`src/hdl/led_prot_pkg.sv`:
```
// package: constants, types and register map of the led protection block
// assumes one 250 MHz system clock and a simple strobe register port
package led_prot_pkg;

  localparam int unsigned CLK_MHZ          = 250;
  localparam int unsigned DETECT_MIN_NS    = 8000;
  localparam int unsigned DETECT_CYC       = (DETECT_MIN_NS * CLK_MHZ + 999) / 1000;
  localparam int unsigned RETRY_INTERVAL_US = 10000;
  localparam int unsigned RETRY_CYC        = RETRY_INTERVAL_US * CLK_MHZ;
  localparam int unsigned STEP_PERIOD_US   = 1000000;
  localparam int unsigned STEP_CYC         = STEP_PERIOD_US * CLK_MHZ;
  localparam int unsigned WAKE_DOM_NS      = 150000;
  localparam int unsigned WAKE_CYC         = WAKE_DOM_NS * CLK_MHZ / 1000;
  localparam int unsigned RETRY_COUNT      = 20;

  // register offsets
  localparam logic [3:0] REG_CTRL   = 4'h0;
  localparam logic [3:0] REG_COLOR  = 4'h1;
  localparam logic [3:0] REG_STATUS = 4'h2;
  localparam logic [3:0] REG_FULL   = 4'h3;
  localparam logic [3:0] REG_CMD    = 4'h4;

  // control field positions
  localparam int unsigned CTRL_ALL_ON  = 0;
  localparam int unsigned CTRL_EN_LSB  = 1;
  localparam int unsigned CTRL_TREG    = 4;
  localparam int unsigned CTRL_SCOPE   = 5;
  localparam logic [7:0]  CTRL_RESET   = 8'h0F;

  // colour command: byte 5 holds the mode in bits 7:6
  localparam int unsigned MODE_LSB = 6;

  // command register code for go-to-sleep
  localparam logic [7:0] CMD_SLEEP = 8'h3C;

  typedef enum logic [1:0] {
    UPD_NOW    = 2'b00,
    UPD_STORE  = 2'b01,
    UPD_STORED = 2'b10,
    UPD_DROP   = 2'b11
  } color_update_mode_t;

  typedef enum logic [2:0] {
    ERR_NONE  = 3'b000,
    ERR_GND   = 3'b010,
    ERR_SENSE = 3'b011,
    ERR_OPEN  = 3'b101
  } channel_error_code_t;

  typedef struct packed {
    logic [3:0] addr;
    logic [7:0] wdata;
    logic       wr;
    logic       rd;
  } reg_req_t;

  typedef struct packed {
    logic open_led;
    logic short_led;
    logic gnd_short;
    logic sense_open;
  } fault_in_t;

endpackage

```
`src/hdl/led_protection_retry_ctrl.sv`:
```
// protection, retry, thermal and sleep control for a three-channel driver
// assumes fault and thermal comparators plus lin line are async pins
// Overview of operation
// - mode 00 apply, 01 store, 10 stored, 11 drop
// - mode lives in byte 5 bits 7:6
// - record 3-bit error code per channel
// - codes 000, 011, 010, 101 as listed
// - open/short/sense need 8 us on time
// - ground short: output off, bias zero
// - open leds keep leds on, short leds switch off
// - sticky warning flag on warning temperature
// - shutdown: leds off, sticky, resume below warning
// - regulation: one step down, level increments
// - each period step again if warning persists
// - all-on write restores currents, level zero
// - retry eligible error sets retry active
// - each interval retry on for one cycle, then off again until a full-status read clears the code
// - full-status read clears counter and flags
// - one shared timer, new error restarts it only while an eligible error is already stored
// - twenty attempts after each full-status read
// - scope bit: all leds or failing only
// - sleep: leds off, bias zero, registers reset
// - wake after dominant longer than wake time
// - go-to-sleep frame enters sleep
// - all-on switch and enables, no on in ground or sense error outside retry attempts
module led_protection_retry_ctrl
  import led_prot_pkg::*;
#(
  parameter int unsigned CH        = 3,
  parameter int unsigned RETRY_CYCLES = RETRY_CYC,
  parameter int unsigned STEP_CYCLES  = STEP_CYC,
  parameter int unsigned WAKE_CYCLES  = WAKE_CYC
)(
  // clock and reset
  input  wire logic                  i_clk,
  input  wire logic                  i_nrst,
  input  wire logic                  i_ce,
  // register port
  input  wire led_prot_pkg::reg_req_t i_req,
  output logic [7:0]                 o_rdata,
  // analog sense pins
  input  wire led_prot_pkg::fault_in_t [CH-1:0] i_fault,
  input  wire logic                  i_temp_warn,
  input  wire logic                  i_temp_sd,
  input  wire logic                  i_lin_rx,
  // outputs
  output logic [CH-1:0]              o_led_cathode_output,
  output logic                       o_ballast_bias_output,
  output logic [3:0]                 o_thermal_reduction_level,
  output logic [3:0]                 o_thermal_current_step,
  output logic [7:0]                 o_color_applied,
  output logic                       o_sleep
);

  import led_prot_pkg::*;

  // synchronisers
  logic [4*CH+2:0] s1_r, s2_r;
  always_ff @(posedge i_clk)
  begin
    if (!i_nrst)
    begin
      s1_r <= '0;
      s2_r <= '0;
    end
    else if (i_ce)
    begin
      s1_r <= {i_lin_rx, i_temp_sd, i_temp_warn, i_fault};
      s2_r <= s1_r;
    end
  end
  fault_in_t [CH-1:0] flt;
  logic tw, thermal_shutdown_flag, lin;
  assign {lin, thermal_shutdown_flag, tw, flt} = s2_r;

  logic       sleep_r;
  logic       srst;
  assign srst = !i_nrst || sleep_r;

  logic [7:0] ctrl_r;
  logic [7:0] stored_r, applied_r;
  logic       full_rd;
  logic       sleep_cmd;
  assign full_rd   = i_req.rd && i_req.addr == REG_FULL;
  assign sleep_cmd = i_req.wr && i_req.addr == REG_CMD
                     && i_req.wdata == CMD_SLEEP;

  // control register
  always_ff @(posedge i_clk)
  begin
    if (srst)
      ctrl_r <= CTRL_RESET;
    else if (i_ce && i_req.wr && i_req.addr == REG_CTRL)
      ctrl_r <= i_req.wdata;
  end

  // colour update modes
  color_update_mode_t mode;
  assign mode = color_update_mode_t'(i_req.wdata[MODE_LSB+:2]);
  always_ff @(posedge i_clk)
  begin
    if (srst)
    begin
      stored_r  <= '0;
      applied_r <= '0;
    end
    else if (i_ce && i_req.wr && i_req.addr == REG_COLOR)
    begin
      unique case (mode)
        UPD_NOW:    applied_r <= {2'b00, i_req.wdata[5:0]};
        UPD_STORE:  stored_r  <= {2'b00, i_req.wdata[5:0]};
        UPD_STORED: applied_r <= stored_r;
        UPD_DROP:   ;
      endcase
    end
  end
  assign o_color_applied = applied_r;

  // per-channel detection and error codes
  logic [CH-1:0] led_on, elig, new_err, gnd_err;
  channel_error_code_t code_r [CH];
  logic [13:0] on_cnt_r [CH];
  genvar g;
  generate
    for (g = 0; g < CH; g++)
    begin : g_ch
      logic long_on;
      assign long_on = on_cnt_r[g] >= 14'(DETECT_CYC);
      always_ff @(posedge i_clk)
      begin
        if (srst)
          on_cnt_r[g] <= '0;
        else if (i_ce)
        begin
          if (!led_on[g])
            on_cnt_r[g] <= '0;
          else if (!long_on)
            on_cnt_r[g] <= on_cnt_r[g] + 14'h0001;
        end
      end
      channel_error_code_t det;
      always_comb
      begin
        det = ERR_NONE;
        if (flt[g].gnd_short)
          det = ERR_GND;
        else if (long_on && (flt[g].sense_open || flt[g].short_led))
          det = ERR_SENSE;
        else if (long_on && flt[g].open_led)
          det = ERR_OPEN;
      end
      assign new_err[g] = det != ERR_NONE && code_r[g] == ERR_NONE;
      always_ff @(posedge i_clk)
      begin
        if (srst)
          code_r[g] <= ERR_NONE;
        else if (i_ce)
        begin
          if (new_err[g])
            code_r[g] <= det;
          else if (full_rd)
            code_r[g] <= ERR_NONE;
        end
      end
      assign gnd_err[g] = code_r[g] == ERR_GND;
      assign elig[g] = code_r[g] == ERR_GND || code_r[g] == ERR_SENSE;
    end
  endgenerate

  // thermal flags
  logic tw_flag_r, tsd_flag_r, tsd_act_r;
  always_ff @(posedge i_clk)
  begin
    if (srst)
    begin
      tw_flag_r  <= 1'b0;
      tsd_flag_r <= 1'b0;
      tsd_act_r  <= 1'b0;
    end
    else if (i_ce)
    begin
      if (tw)
        tw_flag_r <= 1'b1;
      else if (full_rd)
        tw_flag_r <= 1'b0;
      if (thermal_shutdown_flag)
        tsd_flag_r <= 1'b1;
      else if (full_rd)
        tsd_flag_r <= 1'b0;
      if (thermal_shutdown_flag)
        tsd_act_r <= 1'b1;
      else if (!tw)
        tsd_act_r <= 1'b0;
    end
  end

  // thermal regulation
  logic [3:0]  lvl_r;
  logic [31:0] step_cnt_r;
  logic        reg_on;
  logic        restore;
  assign reg_on  = ctrl_r[CTRL_TREG];
  assign restore = i_req.wr && i_req.addr == REG_CTRL
                   && i_req.wdata[CTRL_ALL_ON];
  always_ff @(posedge i_clk)
  begin
    if (srst)
    begin
      lvl_r      <= '0;
      step_cnt_r <= '0;
    end
    else if (i_ce)
    begin
      if (restore)
      begin
        lvl_r      <= '0;
        step_cnt_r <= '0;
      end
      else if (lvl_r == 4'h0)
      begin
        if (reg_on && tw)
          lvl_r <= 4'h1;
      end
      else if (step_cnt_r == 32'(STEP_CYCLES - 1))
      begin
        step_cnt_r <= '0;
        if (tw && lvl_r != 4'hF)
          lvl_r <= lvl_r + 4'h1;
      end
      else
        step_cnt_r <= step_cnt_r + 32'h0000_0001;
    end
  end
  assign o_thermal_reduction_level = lvl_r;
  assign o_thermal_current_step    = lvl_r;

  // retry machine with one shared interval timer
  typedef enum logic [1:0] {RT_IDLE, RT_WAIT, RT_TRY, RT_DONE} rt_t;
  rt_t         rt_r;
  logic [31:0] rt_cnt_r;
  logic [4:0]  tries_r;
  logic        any_elig;
  assign any_elig = |elig;
  always_ff @(posedge i_clk)
  begin
    if (srst)
    begin
      rt_r     <= RT_IDLE;
      rt_cnt_r <= '0;
      tries_r  <= '0;
    end
    else if (i_ce)
    begin
      if (full_rd)
      begin
        rt_r    <= RT_IDLE;
        tries_r <= '0;
      end
      else if (|new_err && any_elig)
      begin
        rt_cnt_r <= '0;
        if (rt_r == RT_IDLE || rt_r == RT_TRY)
          rt_r <= RT_WAIT;
      end
      else
      begin
        unique case (rt_r)
          RT_IDLE: if (any_elig) rt_r <= RT_WAIT;
          RT_WAIT:
            if (rt_cnt_r == 32'(RETRY_CYCLES - 1))
            begin
              rt_cnt_r <= '0;
              rt_r     <= RT_TRY;
              tries_r  <= tries_r + 5'h01;
            end
            else
              rt_cnt_r <= rt_cnt_r + 32'h0000_0001;
          RT_TRY:
            rt_r <= (tries_r == 5'(RETRY_COUNT)) ? RT_DONE : RT_WAIT;
          RT_DONE: ;
        endcase
      end
    end
  end
  logic retry_active;
  assign retry_active = rt_r != RT_IDLE;

  // output gating
  logic [CH-1:0] block;
  logic          any_gnd;
  assign any_gnd = |gnd_err;
  always_comb
  begin
    block = elig;
    if (ctrl_r[CTRL_SCOPE] && any_elig)
      block = '1;
    if (rt_r == RT_TRY)
      block = '0;
  end
  assign led_on = {CH{ctrl_r[CTRL_ALL_ON] && !tsd_act_r && !sleep_r}}
                  & ctrl_r[CTRL_EN_LSB+:CH] & ~block;
  always_ff @(posedge i_clk)
  begin
    if (!i_nrst)
    begin
      o_led_cathode_output  <= '0;
      o_ballast_bias_output <= 1'b0;
    end
    else if (i_ce)
    begin
      o_led_cathode_output  <= led_on;
      o_ballast_bias_output <= !sleep_r && !tsd_act_r
                               && !(any_gnd && rt_r != RT_TRY);
    end
  end

  // sleep entry and wake
  logic [31:0] wake_cnt_r;
  logic        lin_prev_r, armed_r;
  always_ff @(posedge i_clk)
  begin
    if (!i_nrst)
    begin
      sleep_r    <= 1'b0;
      wake_cnt_r <= '0;
      lin_prev_r <= 1'b1;
      armed_r    <= 1'b0;
    end
    else if (i_ce)
    begin
      lin_prev_r <= lin;
      if (!sleep_r)
      begin
        armed_r    <= 1'b0;
        wake_cnt_r <= '0;
        if (sleep_cmd)
          sleep_r <= 1'b1;
      end
      else if (lin_prev_r && !lin)
      begin
        armed_r    <= 1'b1;
        wake_cnt_r <= '0;
      end
      else if (armed_r && !lin)
      begin
        if (wake_cnt_r >= 32'(WAKE_CYCLES))
          sleep_r <= 1'b0;
        else
          wake_cnt_r <= wake_cnt_r + 32'h0000_0001;
      end
      else
        armed_r <= 1'b0;
    end
  end
  assign o_sleep = sleep_r;

  // read data
  always_ff @(posedge i_clk)
  begin
    if (!i_nrst)
      o_rdata <= '0;
    else if (i_ce)
    begin
      o_rdata <= '0;
      if (i_req.rd)
      begin
        unique case (i_req.addr)
          REG_CTRL:  o_rdata <= ctrl_r;
          REG_COLOR: o_rdata <= applied_r;
          REG_STATUS, REG_FULL:
            o_rdata <= {retry_active, tsd_flag_r, tw_flag_r, 1'b0, lvl_r};
          default:   o_rdata <= {code_r[2][1:0], code_r[1], code_r[0]};
        endcase
      end
    end
  end

  // checks
  chk_sleep_dark: assert property (@(posedge i_clk) disable iff (!i_nrst)
    sleep_r && i_ce |=> o_led_cathode_output == '0)
    else $error("leds lit during sleep");
  chk_bias_gnd: assert property (@(posedge i_clk) disable iff (!i_nrst)
    i_ce && any_gnd && rt_r == RT_WAIT |=> !o_ballast_bias_output)
    else $error("bias on with ground short");
  chk_tsd_off: assert property (@(posedge i_clk) disable iff (srst)
    tsd_act_r |-> led_on == '0)
    else $error("leds on in shutdown");
  chk_level_sat: assert property (@(posedge i_clk) disable iff (srst)
    i_ce && lvl_r == 4'hF && !restore |=> lvl_r == 4'hF)
    else $error("reduction level wrapped");
  chk_restore_zero: assert property (@(posedge i_clk) disable iff (srst)
    i_ce && restore |=> lvl_r == 4'h0)
    else $error("level not cleared");
  chk_full_clear: assert property (@(posedge i_clk) disable iff (srst)
    i_ce && full_rd |=> rt_r == RT_IDLE && tries_r == 5'h00)
    else $error("retry not cleared");
  chk_tries_max: assert property (@(posedge i_clk) disable iff (srst)
    tries_r <= 5'(RETRY_COUNT))
    else $error("too many attempts");
  chk_drop_mode: assert property (@(posedge i_clk) disable iff (srst)
    i_ce && i_req.wr && i_req.addr == REG_COLOR && mode == UPD_DROP
    |=> $stable(applied_r) && $stable(stored_r))
    else $error("discard mode changed colour");
  cov_retry: cover property (@(posedge i_clk) rt_r == RT_TRY);
  cov_done: cover property (@(posedge i_clk) rt_r == RT_DONE);
  cov_sleep_wake: cover property (@(posedge i_clk) $fell(sleep_r));

endmodule // led_protection_retry_ctrl

```
`config.mk`:
```
export PLATFORM = sky130hd
export DESIGN_NAME = led_protection_retry_ctrl
export DESIGN_NICKNAME = d
export VERILOG_FILES = /design/src/hdl/led_prot_pkg.sv /design/src/hdl/led_protection_retry_ctrl.sv
export SDC_FILE = /design/constraint.sdc
export NUM_CORES = 1
export LEC_CHECK = 0
export BUFFER_PORTS_ARGS = -buffer_cell sky130_fd_sc_hd__buf_2
export CAP_MARGIN = 20
export CORE_MARGIN = 4
export CORE_UTILIZATION = 60
export DETAILED_ROUTE_END_ITERATION = 8
export GPL_TIMING_DRIVEN = 0
export PLACE_DENSITY = 0.79
export SLEW_MARGIN = 20
export SYNTH_ARGS = -nofsm -noshare
export SYNTH_HDL_FRONTEND = slang
export SYNTH_SLANG_ARGS = --single-unit
export TNS_END_PERCENT = 10
```
`constraint.sdc`:
```
create_clock -name i_clk -period 3.9 [get_ports i_clk]
set_input_delay 0.78 -clock i_clk [delete_from_list [all_inputs] [get_ports i_clk]]
set_output_delay 0.78 -clock i_clk [all_outputs]
set_load 0.1 [all_outputs]
```
### Word level (Yosys, flattened, before mapping)

Memory sizes are Yosys's and may differ from the RTL's.
Index checks and enable logic that the tools add are counted.

* bits in registers: 177
* bits in latches: 0
* RAM bits: 51
* ROM bits: 0
* input bits: 32
* output and inout port bits: 29
* word-level logic and storage cells: 276
* memories kept: 2

* $add $sub $neg: 8
* multiply operators: 0
* divide/modulo/power cells: 0
* magnitude comparators: 4
* eq/ne operators: 30
* shifts and indexed selects: 0
* mux-type cells: 119
* bitwise logic cells: 16
* reduce and logical (&&, ||, !) cells: 77

Memory list
* on_cnt_r: depth 3, width 14, rd ports 3, clocked after memory_dff 0, wr ports 3, RTL line led_protection_retry_ctrl.sv:122 `logic [13:0] on_cnt_r [CH];`
* code_r: depth 3, width 3, rd ports 3, clocked after memory_dff 0, wr ports 3, RTL line led_protection_retry_ctrl.sv:121 `channel_error_code_t code_r [CH];`

Operator list (count)
* 32-bit 2-to-1 mux: 10
* 32-bit by 1-bit adder with 32-bit output, second input constant: 3
* 14-bit 2-to-1 mux: 6
* 1-bit 2-to-1 mux: 67
* 3-bit 2-to-1 mux: 17
* 14-bit by 1-bit adder with 14-bit output, second input constant: 3
* 14-bit by 11-bit greater-or-equal comparator with 1-bit output, second input constant: 3
* 32-bit by 22-bit equality test with 1-bit output, second input constant: 1
* 32-bit by 28-bit equality test with 1-bit output, second input constant: 1
* 32-bit by 16-bit greater-or-equal comparator with 1-bit output, second input constant: 1
* 1-bit logical AND: 28
* 8-bit case mux with 3 select lines: 1
* 4-bit 2-to-1 mux: 5
* 5-bit 2-to-1 mux: 4
* 3-bit by 2-bit equality test with 1-bit output, second input constant: 6
* 8-bit case mux with 2 select lines: 1
* 3-bit nonzero test: 5
* 2-bit AND reduction: 7
* 2-bit nonzero test: 7
* 2-bit 2-to-1 mux: 6
* 4-bit != test, second input constant: 3
* 1-bit bitwise OR: 12
* 3-bit logical NOT: 3
* 3-bit OR reduction: 3
* other kinds (28): 51

### Depth between registers and ports, before layout

Gate-level depths: netlist (run 1).
An unclocked memory read counts as a cell.

* depth after elaboration: 15
* mapped depth: 10
* depth with buffers taken out: 9

### Least setup slack after synthesis (run 1)

Ideal clock, no wire load.

* path kind: input to register
* from: in i_nrst
* to: mem on_cnt_r[0][0], enable pin
* library setup time: 0.441 ns
* data arrival time: 2.552 ns
* required time: 3.459 ns
* setup slack: 0.907 ns
* stages: 6
* path buffers: 3
* path through: clkbuf_1 clkinv_1 nor2_1 clkbuf_1 clkbuf_1 o21ai_0

RTL lines
* from (decl): RTL line led_protection_retry_ctrl.sv:36 `input wire logic i_nrst,`
* to (decl): RTL line led_protection_retry_ctrl.sv:122

==> flow_summary_export.csv, run 1 <==
group,metric,value,unit
route,num_vias,9211,
clock_network,ctsResizeCount,0,
synth,synth_cell_types,77,
clock_network,cts_setup_buffers,0,
clock_network,cts_root_buffer,"clkbuf_16",
synth,ys_seq_elements,226,
finish,nets,1346,
route,first_pass_iters,5,
timing,fmax,323,MHz
critical_path,crit_top_cell,"clkbuf_1",
clock_network,cts_max_level,1,
critical_path,r2r_end,"step_cnt_r[14]",
grt,grt_pass1_wl,43.6,mm
floorplanning,top_level_ports,61,
synth,synth.avg_cell_area,9.10,um2
finish,syn2layout_area_growth,13.3,%
floorplanning,die_x,143,um
grt,use_met3,3.75,%
floorplanning,die_area,0.0205,mm2
synth,ys.flop_type,"dfxtp_1",
placement,gp_congestion,0.890,
synth,netlist.area_leader.share,32.0,%
timing,final-setup-viol-count,0,
timing,slew_viol_final,0,
timing,layout_min_cycle_time,3.09,ns
synth,async_reset_ff_share,0,%
timing,fin_worst_skew,0.0170,ns
synth,syn_area,0.0110,mm2
placement,dp_hpwl,18.6,mm
critical_path,slowest_delay,0.53,ns
power_and_ir_drop,p_total,5.30,mW
synth,ys_warn_count,0,
clock_network,clock_latency,0.52,ns
timing,slew_headroom,40.1,%
critical_path,r2r_setup_slack,1.09,ns
critical_path,r2r_start,"o_thermal_current_step[0]",
clock_network,clockBufferDepth,3,
critical_path,worst_setup_path_start_kind,"input port",
power_and_ir_drop,power.density,427,mW/mm2
grt,met1_usage,37.1,%
critical_path,critPathTopFamily,"buffers and inverters",
finish,drive_gt1_share,10.7,%
finish,utilization,69.1,%
placement,place_area,0.0116,mm2
finish,fin_area,0.0124,mm2
clock_network,cts_tree,"yes",
critical_path,cp_slowest_cell,"clkbuf_1",
floorplanning,core_area,0.0180,mm2
clock_network,cts_inserted_buffers,24,
synth,ys_seq_area_share,46.0,%
outcome,status,"complete, no violations",
grt,track_usage,25.8,%
critical_path,worstPathMaxFanout,14,
grt,grt_pass1_vias,8743,
grt,use_met2,41.1,%
route,drtIter0Drc,741,
synth,synth-edff-count,51,
critical_path,critPathRequiredTime,4.09,ns
route,detail-route-antenna-nets,0,
critical_path,path_cells,"clkbuf_1 > clkinv_1 > nor2_1 > clkbuf_1 > clkbuf_1 > o21ai_2",
placement,portBuffers,57,
route,wl_per_cell,17.0,um
critical_path,end_kind,"flip-flop",
synth,postSynthCellCount,1203,
critical_path,arrival,3.28,ns
floorplanning,num_rows,49,
grt,grt_overflow,0,
worst_hold_path,holdPathEnd,"wake_cnt_r[27]",
grt,top_usage_layer,"met2",
synth,synthTopCellsByArea,"dfxtp_1, edfxtp_1, nor2_1, mux2i_1, xor2_1",
floorplanning,die_height,143,um
grt,grt_max_degree,15,
critical_path,reg2reg_depth,10,
clock_network,postCtsHoldBufs,0,
clock_network,clock_sinks,226,
worst_hold_path,hold_class,"flip-flop to flip-flop",
job,maxCapViolations,0,
critical_path,critPathBufInv,4,
synth,yosys.area.top_type,"dfxtp_1",
power_and_ir_drop,ir_worst_vdd,0.000410,V
route,post-route-drc-count,0,
worst_hold_path,hold_path_depth,1,
grt,grt_antenna_before_repair,1,
timing,hold_viol_final,0,
timing,rsz0062_at_grt,"false",
timing,tightest_slew,0.892,ns
timing,period_share,79.3,%
power_and_ir_drop,p_leak,4.59,nW
critical_path,timing_worst_setup_path_type,"input port to flip-flop",
worst_hold_path,hold_start,"wake_cnt_r[27]",
floorplanning,initial_utilization,61.0,%
route,routed_wl,26.3,mm
route,viasPerCell,5.97,
clock_network,cts.reportedPaths.clkPinSlew,0.06,ns
[kinds of logic (layout without fill, tap and decap cells)]
family	Yosys count	in the layout	share of synthesized area [%]
compound gates	182	182	11.3
xor+xnor	72	72	5.76
fa+ha+maj	18	18	2.06
buf+inv	86	186	3.34
flops	226	226	46.0
mux	61	61	5.57
other cells	1	12	0.0342
simple gates	557	557	26.0
[flip-flops by register name (all words and copies together) (netlist names)]
| signal | flops |
|---|---|
| step_cnt_r | 32 |
| o_color_applied | 6 |
| o_led_cathode_output | 3 |
| stored_r | 6 |
| rt_r | 2 |
| o_sleep | 1 |
| tw_flag_r | 1 |
| s1_r | 15 |
| o_ballast_bias_output | 1 |
| on_cnt_r | 42 |
| tsd_act_r | 1 |
| tries_r | 5 |
| tsd_flag_r | 1 |
| ctrl_r | 8 |
| wake_cnt_r | 32 |
| lin_prev_r | 1 |
| s2_r | 15 |
| o_thermal_current_step | 4 |
| code_r | 9 |
| rt_cnt_r | 32 |
| o_rdata | 8 |
| armed_r | 1 |
[Yosys cell counts (18+ instances only)]
library cell and count:
edfxtp_1 51, and2_1 21, nand2_1 72, inv_1 28
xor2_1 37, xnor2_1 35, a21oi_1 59, dfxtp_1 175
mux2i_1 61, ha_1 18, nand3_1 53, or3_1 20
and3_1 21, nand4_1 26, clkbuf_1 35, nor3_1 31
nor4_1 23, nor2_1 209, o21ai_0 37
[area by class of cell]
class / count / area [um2]
buffer: 56 / 253
timing repair buffer: 57 / 285
multi-input combinational: 901 / 5600
clock inverter: 12 / 130
clock buffer: 31 / 709
inverter: 30 / 113
fill: 1456 / 5550
antenna: 1 / 2.50
tap: 229 / 287
sequential: 226 / 5030
[layer usage]
| layer | wire, um | part of all wire (%) |
|---|---|---|
| met4 | 596 | 2.3 |
| met1 | 12100 | 46 |
| met5 | 0 | 0 |
| met2 | 12000 | 46 |
| met3 | 1620 | 6.2 |
[per-stage QoR]
| step | setup slack (ns) | std cells | hold slack, ns | TNS, ns |
|---|---|---|---|---|
| 2_1_floorplan | 0.907 | 1213 | 0.430 | 0 |
| 3_3_place_gp | -0.304 | 1499 | 0.443 | -8.39 |
| 3_5_place_dp | 0.276 | 1499 | 0.447 | 0 |
| 4_1_cts | 0.835 | 1542 | 0.467 | 0 |
| 5_1_grt | 0.549 | 1543 | 0.482 | 0 |
| 6_report | 0.808 | 1543 | 0.464 | 0 |
[power by group]
part	internal, mW	leakage, nW	total, mW	switching, mW
Clock	1.42	0.413	2.38	0.958
Combinational	0.124	2.23	0.407	0.284
Sequential	2.46	1.95	2.52	0.0563
[how the worst max path moves through the flow]
| stage | end | slack, ns | startpoint | depth (start not counted) |
|---|---|---|---|---|
| after global placement | on_cnt_r[1][7] | -0.30 | i_nrst | 6 |
| after detailed placement | on_cnt_r[0][6] | 0.28 | i_nrst | 6 |
| after CTS | on_cnt_r[0][3] | 0.83 | i_nrst | 6 |
| after floorplan | on_cnt_r[0][0] | 0.91 | i_nrst | 6 |
| final | on_cnt_r[0][3] | 0.81 | i_nrst | 6 |
| after global routing | on_cnt_r[1][2] | 0.55 | i_nrst | 6 |
[cell usage in the layout (no fill, tap or decap), drive strengths merged, types with 5 or more instances in the layout]
cell type and instances:
xor2 37, nand4 26, nor4 28, a211oi 11
o211ai 12, and4 7, dfxtp 175, nor2 210
conb 11, nand2 72, clkbuf 66, and3 21
edfxtp 51, o2bb2ai 5, a21oi 60, and2 21
a31oi 7, nand3b 6, nand4b 6, o31ai 7
nor3b 6, o2111ai 7, inv 29, nor3 31
nand3 53, xnor2 35, nand2b 9, o21ai 42
nor2b 10, buf 78, or3 20, a311oi 7
ha 18, or4 11, clkinv 9, mux2i 61
Note: power is estimated with default switching activity, not from simulation.
==> inputs of run 2 (changes only) <==
CORE_UTILIZATION = 55   (was 60)
PLACE_DENSITY = 0.76   (was 0.79)
clock period = 2.56 ns   (was 3.9 ns; I/O delays follow)
==> flow_summary_export.csv, run 2 (synthesis results as in run 1) <==
group,metric,value,unit
finish,largest_register_ffs,42,
grt,grt_pass1_wl,42.8,mm
power_and_ir_drop,p_total,7.83,mW
floorplanning,die_x,149,um
critical_path,r2r_setup_slack,0.05,ns
finish,fin_area,0.0126,mm2
timing,fmax,399,MHz
critical_path,end_kind,"flip-flop",
finish,syn2layout_area_growth,14.6,%
route,first_pass_iters,5,
grt,track_usage,23.1,%
finish,nFillCells,1645,
route,detail-route-antenna-nets,0,
route,post-route-drc-count,0,
finish,drive_gt1_share,12.7,%
timing,timing.final.ws_setup,0.0543,ns
floorplanning,die_height,149,um
grt,grt_max_degree,15,
timing,hold_ws,0.203,ns
worst_hold_path,hold_class,"input port to flip-flop",
finish,layout_common_cells,"nor2_1, dfxtp_1, nand2_1",
finish,top_register,"on_cnt_r",
power_and_ir_drop,p_leak,4.62,nW
power_and_ir_drop,ir_worst_vdd,0.000658,V
finish,mostFrequentLayoutCell,"nor2_1",
grt,grt_overflow,0,
floorplanning,num_rows,51,
clock_network,clock_latency,0.54,ns
route,viasPerCell,5.79,
critical_path,worstPathMaxFanout,10,
power_and_ir_drop,power.density,624,mW/mm2
timing,final-setup-viol-count,0,
grt,grt_antenna_before_repair,1,
clock_network,cts.reportedPaths.clkPinSlew,0.06,ns
placement,place_ws,-0.798,ns
clock_network,clock_sinks,226,
route,num_vias,9150,
clock_network,cts_root_buffer,"clkbuf_16",
floorplanning,initial_utilization,56.1,%
critical_path,arrival,2.92,ns
critical_path,timing_worst_setup_path_type,"flip-flop to flip-flop",
clock_network,clockBufferDepth,3,
timing,finalSetupTns,0,ns
finish,layoutNonFillerInstCount,1580,
outcome,status,"complete, no violations",
placement,gp_congestion,0.870,
job,maxCapViolations,0,
route,drtIter0Drc,778,
placement,place_area,0.0116,mm2
route,wl_per_cell,16.3,um
timing,hold_viol_final,0,
clock_network,cts_tree,"yes",
route,routed_wl,25.7,mm
timing,period_share,97.9,%
timing,rsz0062_at_grt,"true",
finish,utilization,64.3,%
floorplanning,core_area,0.0195,mm2
placement,dp.cells,1535,
timing,slew_viol_final,0,
floorplanning,top_level_ports,61,
timing,slew_headroom,48.2,%
grt,grt_pass1_vias,8519,
timing,layout_min_cycle_time,2.51,ns
critical_path,critPathRequiredTime,2.97,ns
timing,tightest_slew,0.773,ns
clock_network,cts_inserted_buffers,24,
timing,fin_worst_skew,0.0312,ns
placement,portBuffers,57,
critical_path,worst_setup_path_start_kind,"flip-flop",
placement,dp_hpwl,18.4,mm
floorplanning,die_area,0.0222,mm2
clock_network,cts_max_level,1,
finish,nets,1347,
[run 2: changes by cell type in the layout (fill, tap and decap cells not counted), moves of 3 or more]
cell | before | now
buf_6 | 0 | 3
clkbuf_2 | 0 | 5
dfxtp_1 | 175 | 169
dfxtp_2 | 0 | 4
nor3_1 | 31 | 28
nor3b_1 | 6 | 3
nor3b_2 | 0 | 3
nor4_1 | 23 | 20
o21ai_0 | 35 | 32
[run 2: what timing repair did]
action | in CTS | in global routing
endpoints found under the setup margin | 60 | 100
hold buffers | 0 | 0
resized for setup | 7 | 28
pin swaps | 1 | 4
setup buffers | 0 | 3
[run 2: worst paths after layout]
| kind | start | cells past startpoint | endpoint |
|---|---|---|---|
| max | on_cnt_r[0][6] | 8 | rt_cnt_r[25] |
| min | i_temp_sd | 3 | s1_r[13] |
| max reg2reg | on_cnt_r[0][6] | 8 | rt_cnt_r[25] |
| min reg2reg | wake_cnt_r[29] | 1 | wake_cnt_r[29] |
[run 2: power breakdown]
part	internal, mW	switching, mW
Clock	1.93	1.43
Sequential	3.75	0.0869
Combinational	0.202	0.438
Total	5.88	1.95
[run 2: area by class of cell]
type / instances / area (um2) / area share [%]
antenna: 1 / 2.50 / 0.0199
buffer: 54 / 260 / 2.07
clock inverter: 10 / 100 / 0.797
multi-input combinational: 901 / 5720 / 45.6
clock buffer: 33 / 666 / 5.30
tap: 265 / 332 / 2.64
inverter: 30 / 113 / 0.897
timing repair buffer: 60 / 312 / 2.48
sequential: 226 / 5050 / 40.2
[run 2: critical path, cell delays in order (launching register included)]
cell	delay, ns
edfxtp_1	0.42
nand4_1	0.19
o21ai_1	0.26
o211ai_2	0.20
a31oi_4	0.42
buf_4	0.25
clkbuf_4	0.23
o21ai_0	0.11
a32o_1	0.28
[run 2: metal layers]
layer  vias up  part of all wire [%]  global-route usage (%)
met4         0                   2.3                    6.54
met1      4324                    47                    33.9
met2       277                    44                    35.1
met3        44                   6.9                    4.41
li1       4505                     -                       -
met5         -                     0                       0
